==> config.mk <==
export PLATFORM = sky130hd
export DESIGN_NAME = bac_top
export DESIGN_NICKNAME = d
export VERILOG_FILES = /design/src/shared/bac_pkg.sv /design/src/hw/bac_top.sv /design/src/hw/bac_sync.sv
export VERILOG_INCLUDE_DIRS = /design/src /design/src/shared
export SDC_FILE = /design/constraint.sdc
export NUM_CORES = 1
export LEC_CHECK = 0
export ABC_CLOCK_PERIOD_IN_PS = 8300
export BUFFER_PORTS_ARGS = -buffer_cell sky130_fd_sc_hd__buf_2
export CAP_MARGIN = 0
export CORE_UTILIZATION = 45
export CTS_BUF_LIST = sky130_fd_sc_hd__clkbuf_2
export DETAILED_ROUTE_END_ITERATION = 8
export GPL_ROUTABILITY_DRIVEN = 0
export PLACE_DENSITY = 0.66
export SYNTH_ARGS = -nofsm -noshare
export SYNTH_HDL_FRONTEND = slang
export SYNTH_SLANG_ARGS = --single-unit
==> constraint.sdc <==
create_clock -name hclk -period 8.3 [get_ports hclk]
set_input_delay 2.49 -clock hclk [delete_from_list [all_inputs] [get_ports hclk]]
set_output_delay 2.49 -clock hclk [all_outputs]
set_load 0.01 [all_outputs]
==> src/shared/bac_defs.svh <==
// Constants for the billboard activation control block
`ifndef BAC_DEFS_SVH
`define BAC_DEFS_SVH
`define BAC_OFF_CTRL 8'h04
`define BAC_OFF_TMRA 8'h08
`define BAC_OFF_TMRB 8'h0C
`define BAC_OFF_STAT 8'h10
`define BAC_CTRL_RST 8'h14
`define BAC_CTRL_WMASK 8'h3F
`define BAC_EN_BIT 0
`define BAC_SEL_HI 5
`define BAC_SEL_LO 1
`define BAC_SEL_RSVD 5'h09
`define BAC_NUM_PINS 17
`define BAC_PIN_LAST 5'h10
`define BAC_TMR_RST 16'h07D0
`define BAC_TICK_NS 10000000
`define BAC_CLK_NS 25
`define BAC_DISC_TICKS 8'h0A
`define BAC_MSG_BASE 13'h0100
`endif

==> src/shared/bac_pkg.sv <==
// Types shared by the billboard activation control block
package bac_pkg;
    typedef enum logic [1:0] {
        bac_st_std = 2'b00,
        bac_st_disc_bb = 2'b01,
        bac_st_bb = 2'b10,
        bac_st_disc_std = 2'b11
    } bac_state_e;
    typedef logic [15:0] bac_tmr_t;
endpackage

==> src/hw/bac_top.sv <==
// Billboard activation control with AHB-Lite register slave
//
// The AHB-Lite interface to the registers is this design's own decision.
`timescale 1ns/100ps
`include "bac_defs.svh"
module bac_top
    import bac_pkg::*;
#(
    parameter int unsigned TICK_CYC = `BAC_TICK_NS / `BAC_CLK_NS
) (
    input wire logic hclk,
    input wire logic hresetn,
    input wire logic hsel,
    input wire logic [31:0] haddr,
    input wire logic [1:0] htrans,
    input wire logic hwrite,
    input wire logic [2:0] hsize,
    input wire logic [31:0] hwdata,
    input wire logic hready,
    output logic hreadyout,
    output logic [31:0] hrdata,
    output logic hresp,
    input wire logic [16:0] gpio_in,
    input wire logic host_addr_set,
    input wire logic alt_str_req,
    input wire logic desc_req,
    input wire logic [7:0] desc_idx,
    input wire logic [7:0] otp_rdata,
    input wire logic otp_rvalid,
    output logic func_attach,
    output logic bb_desc_sel,
    output logic otp_rd,
    output logic [12:0] otp_addr,
    output logic [7:0] desc_data,
    output logic desc_valid
);
    function automatic logic is_reg(input logic [7:0] a, input logic [7:0] off);
        is_reg = (a[7:2] == off[7:2]);
    endfunction

    bac_state_e state_q, state_d;
    logic [7:0] ctrl_q;
    bac_tmr_t reload_q [2];
    logic [1:0] run_q;
    bac_tmr_t cnt_q [2];
    logic [1:0] expire_w;
    logic [1:0] start_w;
    logic [31:0] tick_cnt_q;
    logic tick_w;
    logic [7:0] disc_cnt_q;
    logic disc_done_w;
    logic armed_q;
    logic hreadyout_q, rd_pend_q, wr_pend_q;
    logic [7:0] addr_q;
    logic [31:0] hrdata_q;
    logic attach_q, bb_sel_q, otp_rd_q, desc_valid_q;
    logic [12:0] otp_addr_q;
    logic [7:0] desc_data_q;

    // Failure pin selection; reserved and unlisted codes read as idle
    wire [4:0] sel_w = ctrl_q[`BAC_SEL_HI:`BAC_SEL_LO];
    wire sel_ok_w = (sel_w != `BAC_SEL_RSVD) && (sel_w <= `BAC_PIN_LAST);
    // Each pin has its own synchroniser so a select change never exposes a stale level
    wire [16:0] gpio_s_w;
    for (genvar p = 0; p < `BAC_NUM_PINS; p++) begin : g_sync
        bac_sync u_sync (
            .hclk(hclk),
            .hresetn(hresetn),
            .d(gpio_in[p]),
            .q(gpio_s_w[p])
        );
    end
    wire pin_s_w = sel_ok_w ? gpio_s_w[sel_w] : 1'b1;
    wire fail_w = !pin_s_w;
    wire en_w = ctrl_q[`BAC_EN_BIT];

    // Bus slave: writes zero wait, reads one wait so a preceding write is seen
    wire take_w = hsel && htrans[1] && hready;
    wire wr_ctrl_w = wr_pend_q && is_reg(addr_q, `BAC_OFF_CTRL);
    wire wr_tmra_w = wr_pend_q && is_reg(addr_q, `BAC_OFF_TMRA);
    wire wr_tmrb_w = wr_pend_q && is_reg(addr_q, `BAC_OFF_TMRB);
    wire [31:0] stat_w = {25'h0000000, run_q, armed_q, fail_w, 1'b0, state_q};
    wire [31:0] rd_val_w =
        is_reg(addr_q, `BAC_OFF_CTRL) ? {24'h000000, ctrl_q} :
        is_reg(addr_q, `BAC_OFF_TMRA) ? {16'h0000, reload_q[0]} :
        is_reg(addr_q, `BAC_OFF_TMRB) ? {16'h0000, reload_q[1]} :
        is_reg(addr_q, `BAC_OFF_STAT) ? stat_w : 32'h00000000;

    always_ff @(posedge hclk or negedge hresetn) begin
        if (!hresetn) begin
            hreadyout_q <= 1'b1;
            rd_pend_q <= 1'b0;
            wr_pend_q <= 1'b0;
            addr_q <= 8'h00;
            hrdata_q <= 32'h00000000;
        end else begin
            wr_pend_q <= take_w && hwrite;
            rd_pend_q <= take_w && !hwrite;
            if (take_w) begin
                addr_q <= haddr[7:0];
            end
            if (take_w && !hwrite) begin
                hreadyout_q <= 1'b0;
            end else if (rd_pend_q) begin
                hreadyout_q <= 1'b1;
                hrdata_q <= rd_val_w;
            end
        end
    end

    always_ff @(posedge hclk or negedge hresetn) begin
        if (!hresetn) begin
            ctrl_q <= `BAC_CTRL_RST;
            reload_q[0] <= `BAC_TMR_RST;
            reload_q[1] <= `BAC_TMR_RST;
        end else begin
            if (wr_ctrl_w) begin
                ctrl_q <= hwdata[7:0] & `BAC_CTRL_WMASK;
            end
            if (wr_tmra_w) begin
                reload_q[0] <= hwdata[15:0];
            end
            if (wr_tmrb_w) begin
                reload_q[1] <= hwdata[15:0];
            end
        end
    end

    // 10 ms tick; timers and detach time count in ticks
    assign tick_w = (tick_cnt_q == 32'(TICK_CYC - 1));
    always_ff @(posedge hclk or negedge hresetn) begin
        if (!hresetn) begin
            tick_cnt_q <= 32'h00000000;
        end else begin
            tick_cnt_q <= tick_w ? 32'h00000000 : tick_cnt_q + 32'h00000001;
        end
    end

    assign start_w[0] = (state_q == bac_st_bb) && host_addr_set;
    assign start_w[1] = (state_q == bac_st_bb) && alt_str_req;
    generate
        for (genvar i = 0; i < 2; i++) begin : g_tmr
            assign expire_w[i] = run_q[i] && tick_w && ((cnt_q[i] + 16'h0001) >= reload_q[i]);
            always_ff @(posedge hclk or negedge hresetn) begin
                if (!hresetn) begin
                    run_q[i] <= 1'b0;
                    cnt_q[i] <= 16'h0000;
                end else if (state_q != bac_st_bb) begin
                    run_q[i] <= 1'b0;
                    cnt_q[i] <= 16'h0000;
                end else if (start_w[i] && !run_q[i]) begin
                    run_q[i] <= 1'b1;
                    cnt_q[i] <= 16'h0000;
                end else if (run_q[i] && tick_w) begin
                    cnt_q[i] <= cnt_q[i] + 16'h0001;
                end
            end
        end
    endgenerate

    // Detach lasts a fixed number of ticks so the host sees a real unplug
    wire in_disc_w = (state_q == bac_st_disc_bb) || (state_q == bac_st_disc_std);
    assign disc_done_w = tick_w && (disc_cnt_q == `BAC_DISC_TICKS);
    always_ff @(posedge hclk or negedge hresetn) begin
        if (!hresetn) begin
            disc_cnt_q <= 8'h00;
        end else if (!in_disc_w) begin
            disc_cnt_q <= 8'h00;
        end else if (tick_w) begin
            disc_cnt_q <= disc_cnt_q + 8'h01;
        end
    end

    // Re-arm only once the failure has gone, otherwise expiry would loop forever
    wire activate_w = (state_q == bac_st_std) && en_w && fail_w && armed_q;
    always_ff @(posedge hclk or negedge hresetn) begin
        if (!hresetn) begin
            armed_q <= 1'b1;
        end else if (!fail_w) begin
            armed_q <= 1'b1;
        end else if (activate_w) begin
            armed_q <= 1'b0;
        end
    end

    always_comb begin
        state_d = state_q;
        case (state_q)
            bac_st_std: begin
                if (activate_w) begin
                    state_d = bac_st_disc_bb;
                end
            end
            bac_st_disc_bb: begin
                if (disc_done_w) begin
                    state_d = bac_st_bb;
                end
            end
            bac_st_bb: begin
                if ((|expire_w) || !fail_w || !en_w) begin
                    state_d = bac_st_disc_std;
                end
            end
            bac_st_disc_std: begin
                if (disc_done_w) begin
                    state_d = bac_st_std;
                end
            end
            default: state_d = bac_st_std;
        endcase
    end

    // Descriptor text and link come from one-time memory only in billboard mode
    wire fetch_w = (state_q == bac_st_bb) && desc_req;
    always_ff @(posedge hclk or negedge hresetn) begin
        if (!hresetn) begin
            state_q <= bac_st_std;
            attach_q <= 1'b1;
            bb_sel_q <= 1'b0;
            otp_rd_q <= 1'b0;
            otp_addr_q <= 13'h0000;
            desc_data_q <= 8'h00;
            desc_valid_q <= 1'b0;
        end else begin
            state_q <= state_d;
            attach_q <= (state_d == bac_st_std) || (state_d == bac_st_bb);
            bb_sel_q <= (state_d == bac_st_bb);
            otp_rd_q <= fetch_w;
            if (fetch_w) begin
                otp_addr_q <= `BAC_MSG_BASE + {5'h00, desc_idx};
            end
            desc_valid_q <= otp_rvalid && bb_sel_q;
            if (otp_rvalid && bb_sel_q) begin
                desc_data_q <= otp_rdata;
            end
        end
    end

    assign hreadyout = hreadyout_q;
    assign hrdata = hrdata_q;
    assign hresp = 1'b0;
    assign func_attach = attach_q;
    assign bb_desc_sel = bb_sel_q;
    assign otp_rd = otp_rd_q;
    assign otp_addr = otp_addr_q;
    assign desc_data = desc_data_q;
    assign desc_valid = desc_valid_q;

    property p_rsvd_zero;
        @(posedge hclk) disable iff (!hresetn)
        ctrl_q[7:6] == 2'b00;
    endproperty
    a_rsvd_zero: assert property (p_rsvd_zero) else $error("reserved control bits set");

    property p_disabled;
        @(posedge hclk) disable iff (!hresetn)
        (state_q == bac_st_std) && !en_w |=> (state_q == bac_st_std);
    endproperty
    a_disabled: assert property (p_disabled) else $error("activation while disabled");

    property p_activate;
        @(posedge hclk) disable iff (!hresetn)
        activate_w |=> (state_q == bac_st_disc_bb) && !func_attach;
    endproperty
    a_activate: assert property (p_activate) else $error("failure did not detach");

    property p_no_fail;
        @(posedge hclk) disable iff (!hresetn)
        (state_q == bac_st_std) && pin_s_w |=> !bb_desc_sel;
    endproperty
    a_no_fail: assert property (p_no_fail) else $error("billboard without failure");

    property p_bb_attach;
        @(posedge hclk) disable iff (!hresetn)
        $rose(bb_desc_sel) |-> func_attach && $past(state_q == bac_st_disc_bb);
    endproperty
    a_bb_attach: assert property (p_bb_attach) else $error("billboard attach not after detach");

    property p_tmra;
        @(posedge hclk) disable iff (!hresetn)
        start_w[0] && !$past(host_addr_set) && (state_d == bac_st_bb) |=> run_q[0];
    endproperty
    a_tmra: assert property (p_tmra) else $error("timer A not started");

    property p_tmrb;
        @(posedge hclk) disable iff (!hresetn)
        start_w[1] && !run_q[1] && (state_d == bac_st_bb) |=> run_q[1] && (cnt_q[1] == 16'h0000);
    endproperty
    a_tmrb: assert property (p_tmrb) else $error("timer B not started");

    property p_expire;
        @(posedge hclk) disable iff (!hresetn)
        (state_q == bac_st_bb) && (|expire_w) |=> !func_attach ##1 !bb_desc_sel;
    endproperty
    a_expire: assert property (p_expire) else $error("expiry did not detach");

    property p_fetch;
        @(posedge hclk) disable iff (!hresetn)
        fetch_w |=> otp_rd && (otp_addr == `BAC_MSG_BASE + {5'h00, $past(desc_idx)});
    endproperty
    a_fetch: assert property (p_fetch) else $error("message fetch missing");
endmodule

==> src/hw/bac_sync.sv <==
// Two-flop level synchroniser for the failure input
`timescale 1ns/100ps
module bac_sync (
    input wire logic hclk,
    input wire logic hresetn,
    input wire logic d,
    output logic q
);
    logic meta_q;
    logic q_q;

    // Idle level is high so reset never looks like a failure
    always_ff @(posedge hclk or negedge hresetn) begin
        if (!hresetn) begin
            meta_q <= 1'b1;
            q_q <= 1'b1;
        end else begin
            meta_q <= d;
            q_q <= meta_q;
        end
    end
    assign q = q_q;

    property p_sync_lat;
        @(posedge hclk) disable iff (!hresetn)
        $past(hresetn, 2) |-> (q == $past(d, 2));
    endproperty
    a_sync_lat: assert property (p_sync_lat) else $error("sync latency not two cycles");
endmodule

==> impl_table.tex <==
\begin{tabular}{lr}
\hline
Metric & Value \\
\hline
\multicolumn{2}{l}{\textbf{Final layout}} \\
NumNets Final & 1135 \\
Layout overhead on the synthesized area & 9.57\% \\
Share of post-route cells with drive strength above 1 & 28.9\% \\
Number of inserted filler cells in the final layout & 1923 \\
\multicolumn{2}{l}{\textbf{Power}} \\
Peak supply drop & 87.5 uV \\
Power after layout & 1.69 mW \\
Leakage power figure & 5.09 nW \\
PwrDens & 157 nW/um2 \\
\multicolumn{2}{l}{\textbf{Placed design}} \\
Half-perimeter wire length after detailed placement & 13900 um \\
Quantity of I/O buffers inserted on ports & 102 \\
\multicolumn{2}{l}{\textbf{Critical path}} \\
CP delay by family, top & flip-flops \\
Worst-path fanout max & 1 \\
Data required, critical path & 5.81 ns \\
Start-to-end type of the worst setup path & reg2out \\
Worst path arrival time & 1.46 ns \\
Slowest cell delay on critical path & 0.58 ns \\
Cell Chain, Critical Path & buf\_2 \\
Crit end category & primary output \\
CP max stage cell & sky130\_fd\_sc\_hd\_\_dfstp\_2 \\
Number of buffers and inverters on the critical path & 1 \\
Kind of start point of the critical path & flip-flop \\
\multicolumn{2}{l}{\textbf{STA}} \\
Final clock skew & 0.0303 ns \\
Actual transition at the worst max-transition pin & 1.09 ns \\
Final setup vio count & 0 \\
Final TNS setup & 0 ns \\
Hold violation count in the final report & 0 \\
Slew headroom & 27.1\% \\
Count of pins over their slew limit & 0 \\
Final Cycle Share & 47.6\% \\
Maximum clock frequency & 253 MHz \\
Unrepaired setup endpoints after global routing & false \\
Min Clock Period, post-route & 3.95 ns \\
\multicolumn{2}{l}{\textbf{Run}} \\
Max-capacitance violation count & 0 \\
\multicolumn{2}{l}{\textbf{Die}} \\
Ports & 170 \\
Initial cell density of the core & 46.2\% \\
Floorplan Core Area & 21200 um2 \\
Area of the die & 22400 um2 \\
Die width & 150 um \\
\# rows & 53 \\
Chip height & 150 um \\
\multicolumn{2}{l}{\textbf{Hold path}} \\
Worst hold path class & reg2reg \\
\multicolumn{2}{l}{\textbf{Run status}} \\
Run status & complete, no violations \\
\multicolumn{2}{l}{\textbf{GRT}} \\
Largest net degree at the start of global routing & 98 \\
Vias in the first global route & 6515 \\
Overall overflow remaining after global route & 0 \\
Antenna violations before repair & 1 \\
All-Layer GR Usage & 18.5\% \\
Wire length of the first global-routing pass & 32500 um \\
\multicolumn{2}{l}{\textbf{Yosys}} \\
Number of warnings issued by yosys & 0 \\
Commonest cells post-synth & sky130\_fd\_sc\_hd\_\_dfrtp\_1 (144), sky130\_fd\_sc\_hd\_\_mux2\_2 (62), sky130\_fd\_sc\_hd\_\_nand2\_1 (61) \\
Most numerous cell in the Yosys netlist & sky130\_fd\_sc\_hd\_\_dfrtp\_1 \\
Share of the yosys chip area belonging to registers & 50.4\% \\
Share of synthesized flip-flops with an asynchronous set or reset & 100\% \\
Count of different cell masters after synthesis & 71 \\
Cell type with the highest aggregate area in the netlist & sky130\_fd\_sc\_hd\_\_dfrtp\_1 \\
Leading cell types by total area after synthesis & sky130\_fd\_sc\_hd\_\_dfrtp\_1 (37\%), sky130\_fd\_sc\_hd\_\_dfstp\_2 (14\%), sky130\_fd\_sc\_hd\_\_mux2\_2 (7.1\%) \\
Syn Inst Count & 892 \\
Fraction of post-synthesis cell area in the top cell type by area & 36.7\% \\
Post-synth design cell area & 9810 um2 \\
Count of state elements after synthesis & 195 \\
Number of enable-type register cells in the synthesized netlist & 0 \\
Average size of a mapped cell & 11.0 um2 \\
Main flop type after synthesis & sky130\_fd\_sc\_hd\_\_dfrtp\_1 \\
\multicolumn{2}{l}{\textbf{Clock tree}} \\
Clock Path Buffers & 2 \\
Count of hold-fix buffers inserted at cts & 0 \\
TritonCTS clock tree & done \\
Worst skew pair latency & 0.77 ns \\
Number of H-tree levels & 4 \\
Clock transition at the registers of the reported paths & 0.31 ns \\
TritonCTS Buffers & 17 \\
Sinks on the clock net & 195 \\
CTS root buf & sky130\_fd\_sc\_hd\_\_clkbuf\_2 \\
Post-CTS setup repair buffer count & 0 \\
Post-CTS resize count & 0 \\
\multicolumn{2}{l}{\textbf{Detailed routing}} \\
Iteration-0 DRC Markers & 296 \\
WL final & 19200 um \\
Number of vias per cell & 5.20 \\
DR WL/cell & 15.1 um \\
Total via count in the routed design & 6632 \\
DRC viols & 0 \\
Antenna viol nets, final & 0 \\
Initial DRT Pass Iterations & 9 \\
\hline
\end{tabular}
-- area by class of cell --
cell class	instances	area [um2]	share of cell area (%)
diodes	1	2.50	0.0233
clock buffers	17	85.1	0.792
clock inverters	15	163	1.51
inverters	44	165	1.54
multi-input cells	619	4470	41.5
flip-flops and latches	195	4940	46.0
well taps	275	344	3.20
repair buffers	110	579	5.39
-- flip-flops by register name, summed over array words and instances, names as in the netlist, 2 cells and up --
register,cells
state_q,2
cnt_q,32
g_sync.u_sync.meta_q,17
desc_data,8
run_q,2
g_sync.u_sync.q,17
otp_addr,9
addr_q,6
ctrl_q,6
reload_q,32
hrdata,16
disc_cnt_q,8
tick_cnt_q,32
-- worst paths after layout --
path                       cells after the start                              start                      endpoint  slack [ns]
setup / recovery                               1              func_attach$_DFF_PN1_                   func_attach        4.35
hold / removal                                 0  g_sync[1].u_sync.meta_q$_DFF_PN1_  g_sync[1].u_sync.q$_DFF_PN1_        0.38
setup reg to reg                              11               cnt_q[0]$_DFFE_PN0P_         bb_desc_sel$_DFF_PN0_        4.78
hold reg to reg                                0  g_sync[1].u_sync.meta_q$_DFF_PN1_  g_sync[1].u_sync.q$_DFF_PN1_        0.38
max in group asynchronous                      2                            hresetn         cnt_q[23]$_DFFE_PN0P_        5.35
min in group asynchronous                      1                            hresetn         addr_q[3]$_DFFE_PN0P_        1.75
-- stage by stage --
step	hold WS (ns)	instance area (um2)	setup slack [ns]	instances	util (%)
6_report	0.376	10700	4.35	1276	50.6
5_1_grt	0.374	10700	4.24	1276	50.6
4_1_cts	0.376	10700	4.29	1275	50.6
3_5_place_dp	0.347	10500	4.12	1243	49.5
3_3_place_gp	0.346	10500	4.18	1243	49.5
2_1_floorplan	0.345	9880	4.68	912	-
-- layer usage --
layer  wire length (um)  global-route usage, %
met5                  0                      0
met4                152                   4.13
met3                644                   3.81
met2               9490                   30.4
met1               8950                   25.0
-- where the power goes --
group | internal (mW) | total [mW] | switching, mW
logic | 0.0789 | 0.163 | 0.0838
registers | 1.01 | 1.06 | 0.0514
clock network | 0.102 | 0.467 | 0.364
-- placed cells by master (no fill, tap or decap), types with 4 or more instances in the layout --
cell                          n
sky130_fd_sc_hd__nand3b_1     7
sky130_fd_sc_hd__a211oi_1     6
sky130_fd_sc_hd__nor3b_1      7
sky130_fd_sc_hd__or3_1        6
sky130_fd_sc_hd__nand2_1     61
sky130_fd_sc_hd__inv_1       44
sky130_fd_sc_hd__or2_2        4
sky130_fd_sc_hd__o21ai_1     22
sky130_fd_sc_hd__mux4_2       4
sky130_fd_sc_hd__nor3_2       8
sky130_fd_sc_hd__nor2_1      60
sky130_fd_sc_hd__a2bb2oi_1    4
sky130_fd_sc_hd__xnor2_1     40
sky130_fd_sc_hd__xor2_1      30
sky130_fd_sc_hd__o21ai_0     24
sky130_fd_sc_hd__dfrtp_1    144
sky130_fd_sc_hd__buf_4        8
sky130_fd_sc_hd__clkbuf_2    17
sky130_fd_sc_hd__a21oi_1     35
sky130_fd_sc_hd__mux2i_1      9
sky130_fd_sc_hd__a22o_1       8
sky130_fd_sc_hd__dfstp_2     51
sky130_fd_sc_hd__inv_6        5
sky130_fd_sc_hd__buf_2      101
sky130_fd_sc_hd__nand3_1     27
sky130_fd_sc_hd__o21a_1       5
sky130_fd_sc_hd__nand2b_1     8
sky130_fd_sc_hd__mux2_2      62
sky130_fd_sc_hd__and2_1      10
sky130_fd_sc_hd__clkinv_8     4
sky130_fd_sc_hd__and3_1      10
sky130_fd_sc_hd__conb_1      21
sky130_fd_sc_hd__o31ai_1      4
sky130_fd_sc_hd__nor3_1      13
sky130_fd_sc_hd__ha_1        37
sky130_fd_sc_hd__nand4_1     18
sky130_fd_sc_hd__nor2b_1      8
sky130_fd_sc_hd__nor4_1      12
-- kinds of logic (layout without fill, tap and decap cells) --
kind of cell,Yosys count,count (layout),share of synthesized area [%]
xor gates and xnor gates,70,70,6.25
buffers and inverters,98,186,4.89
other,1,22,0.0382
muxes,76,76,9.07
DFF,195,195,50.4
and+or+nand+nor,282,282,15.9
AOI/OAI and AO/OA,133,133,8.71
adders and majority gates,37,37,4.72
Note: power is estimated with default switching activity, not from simulation.
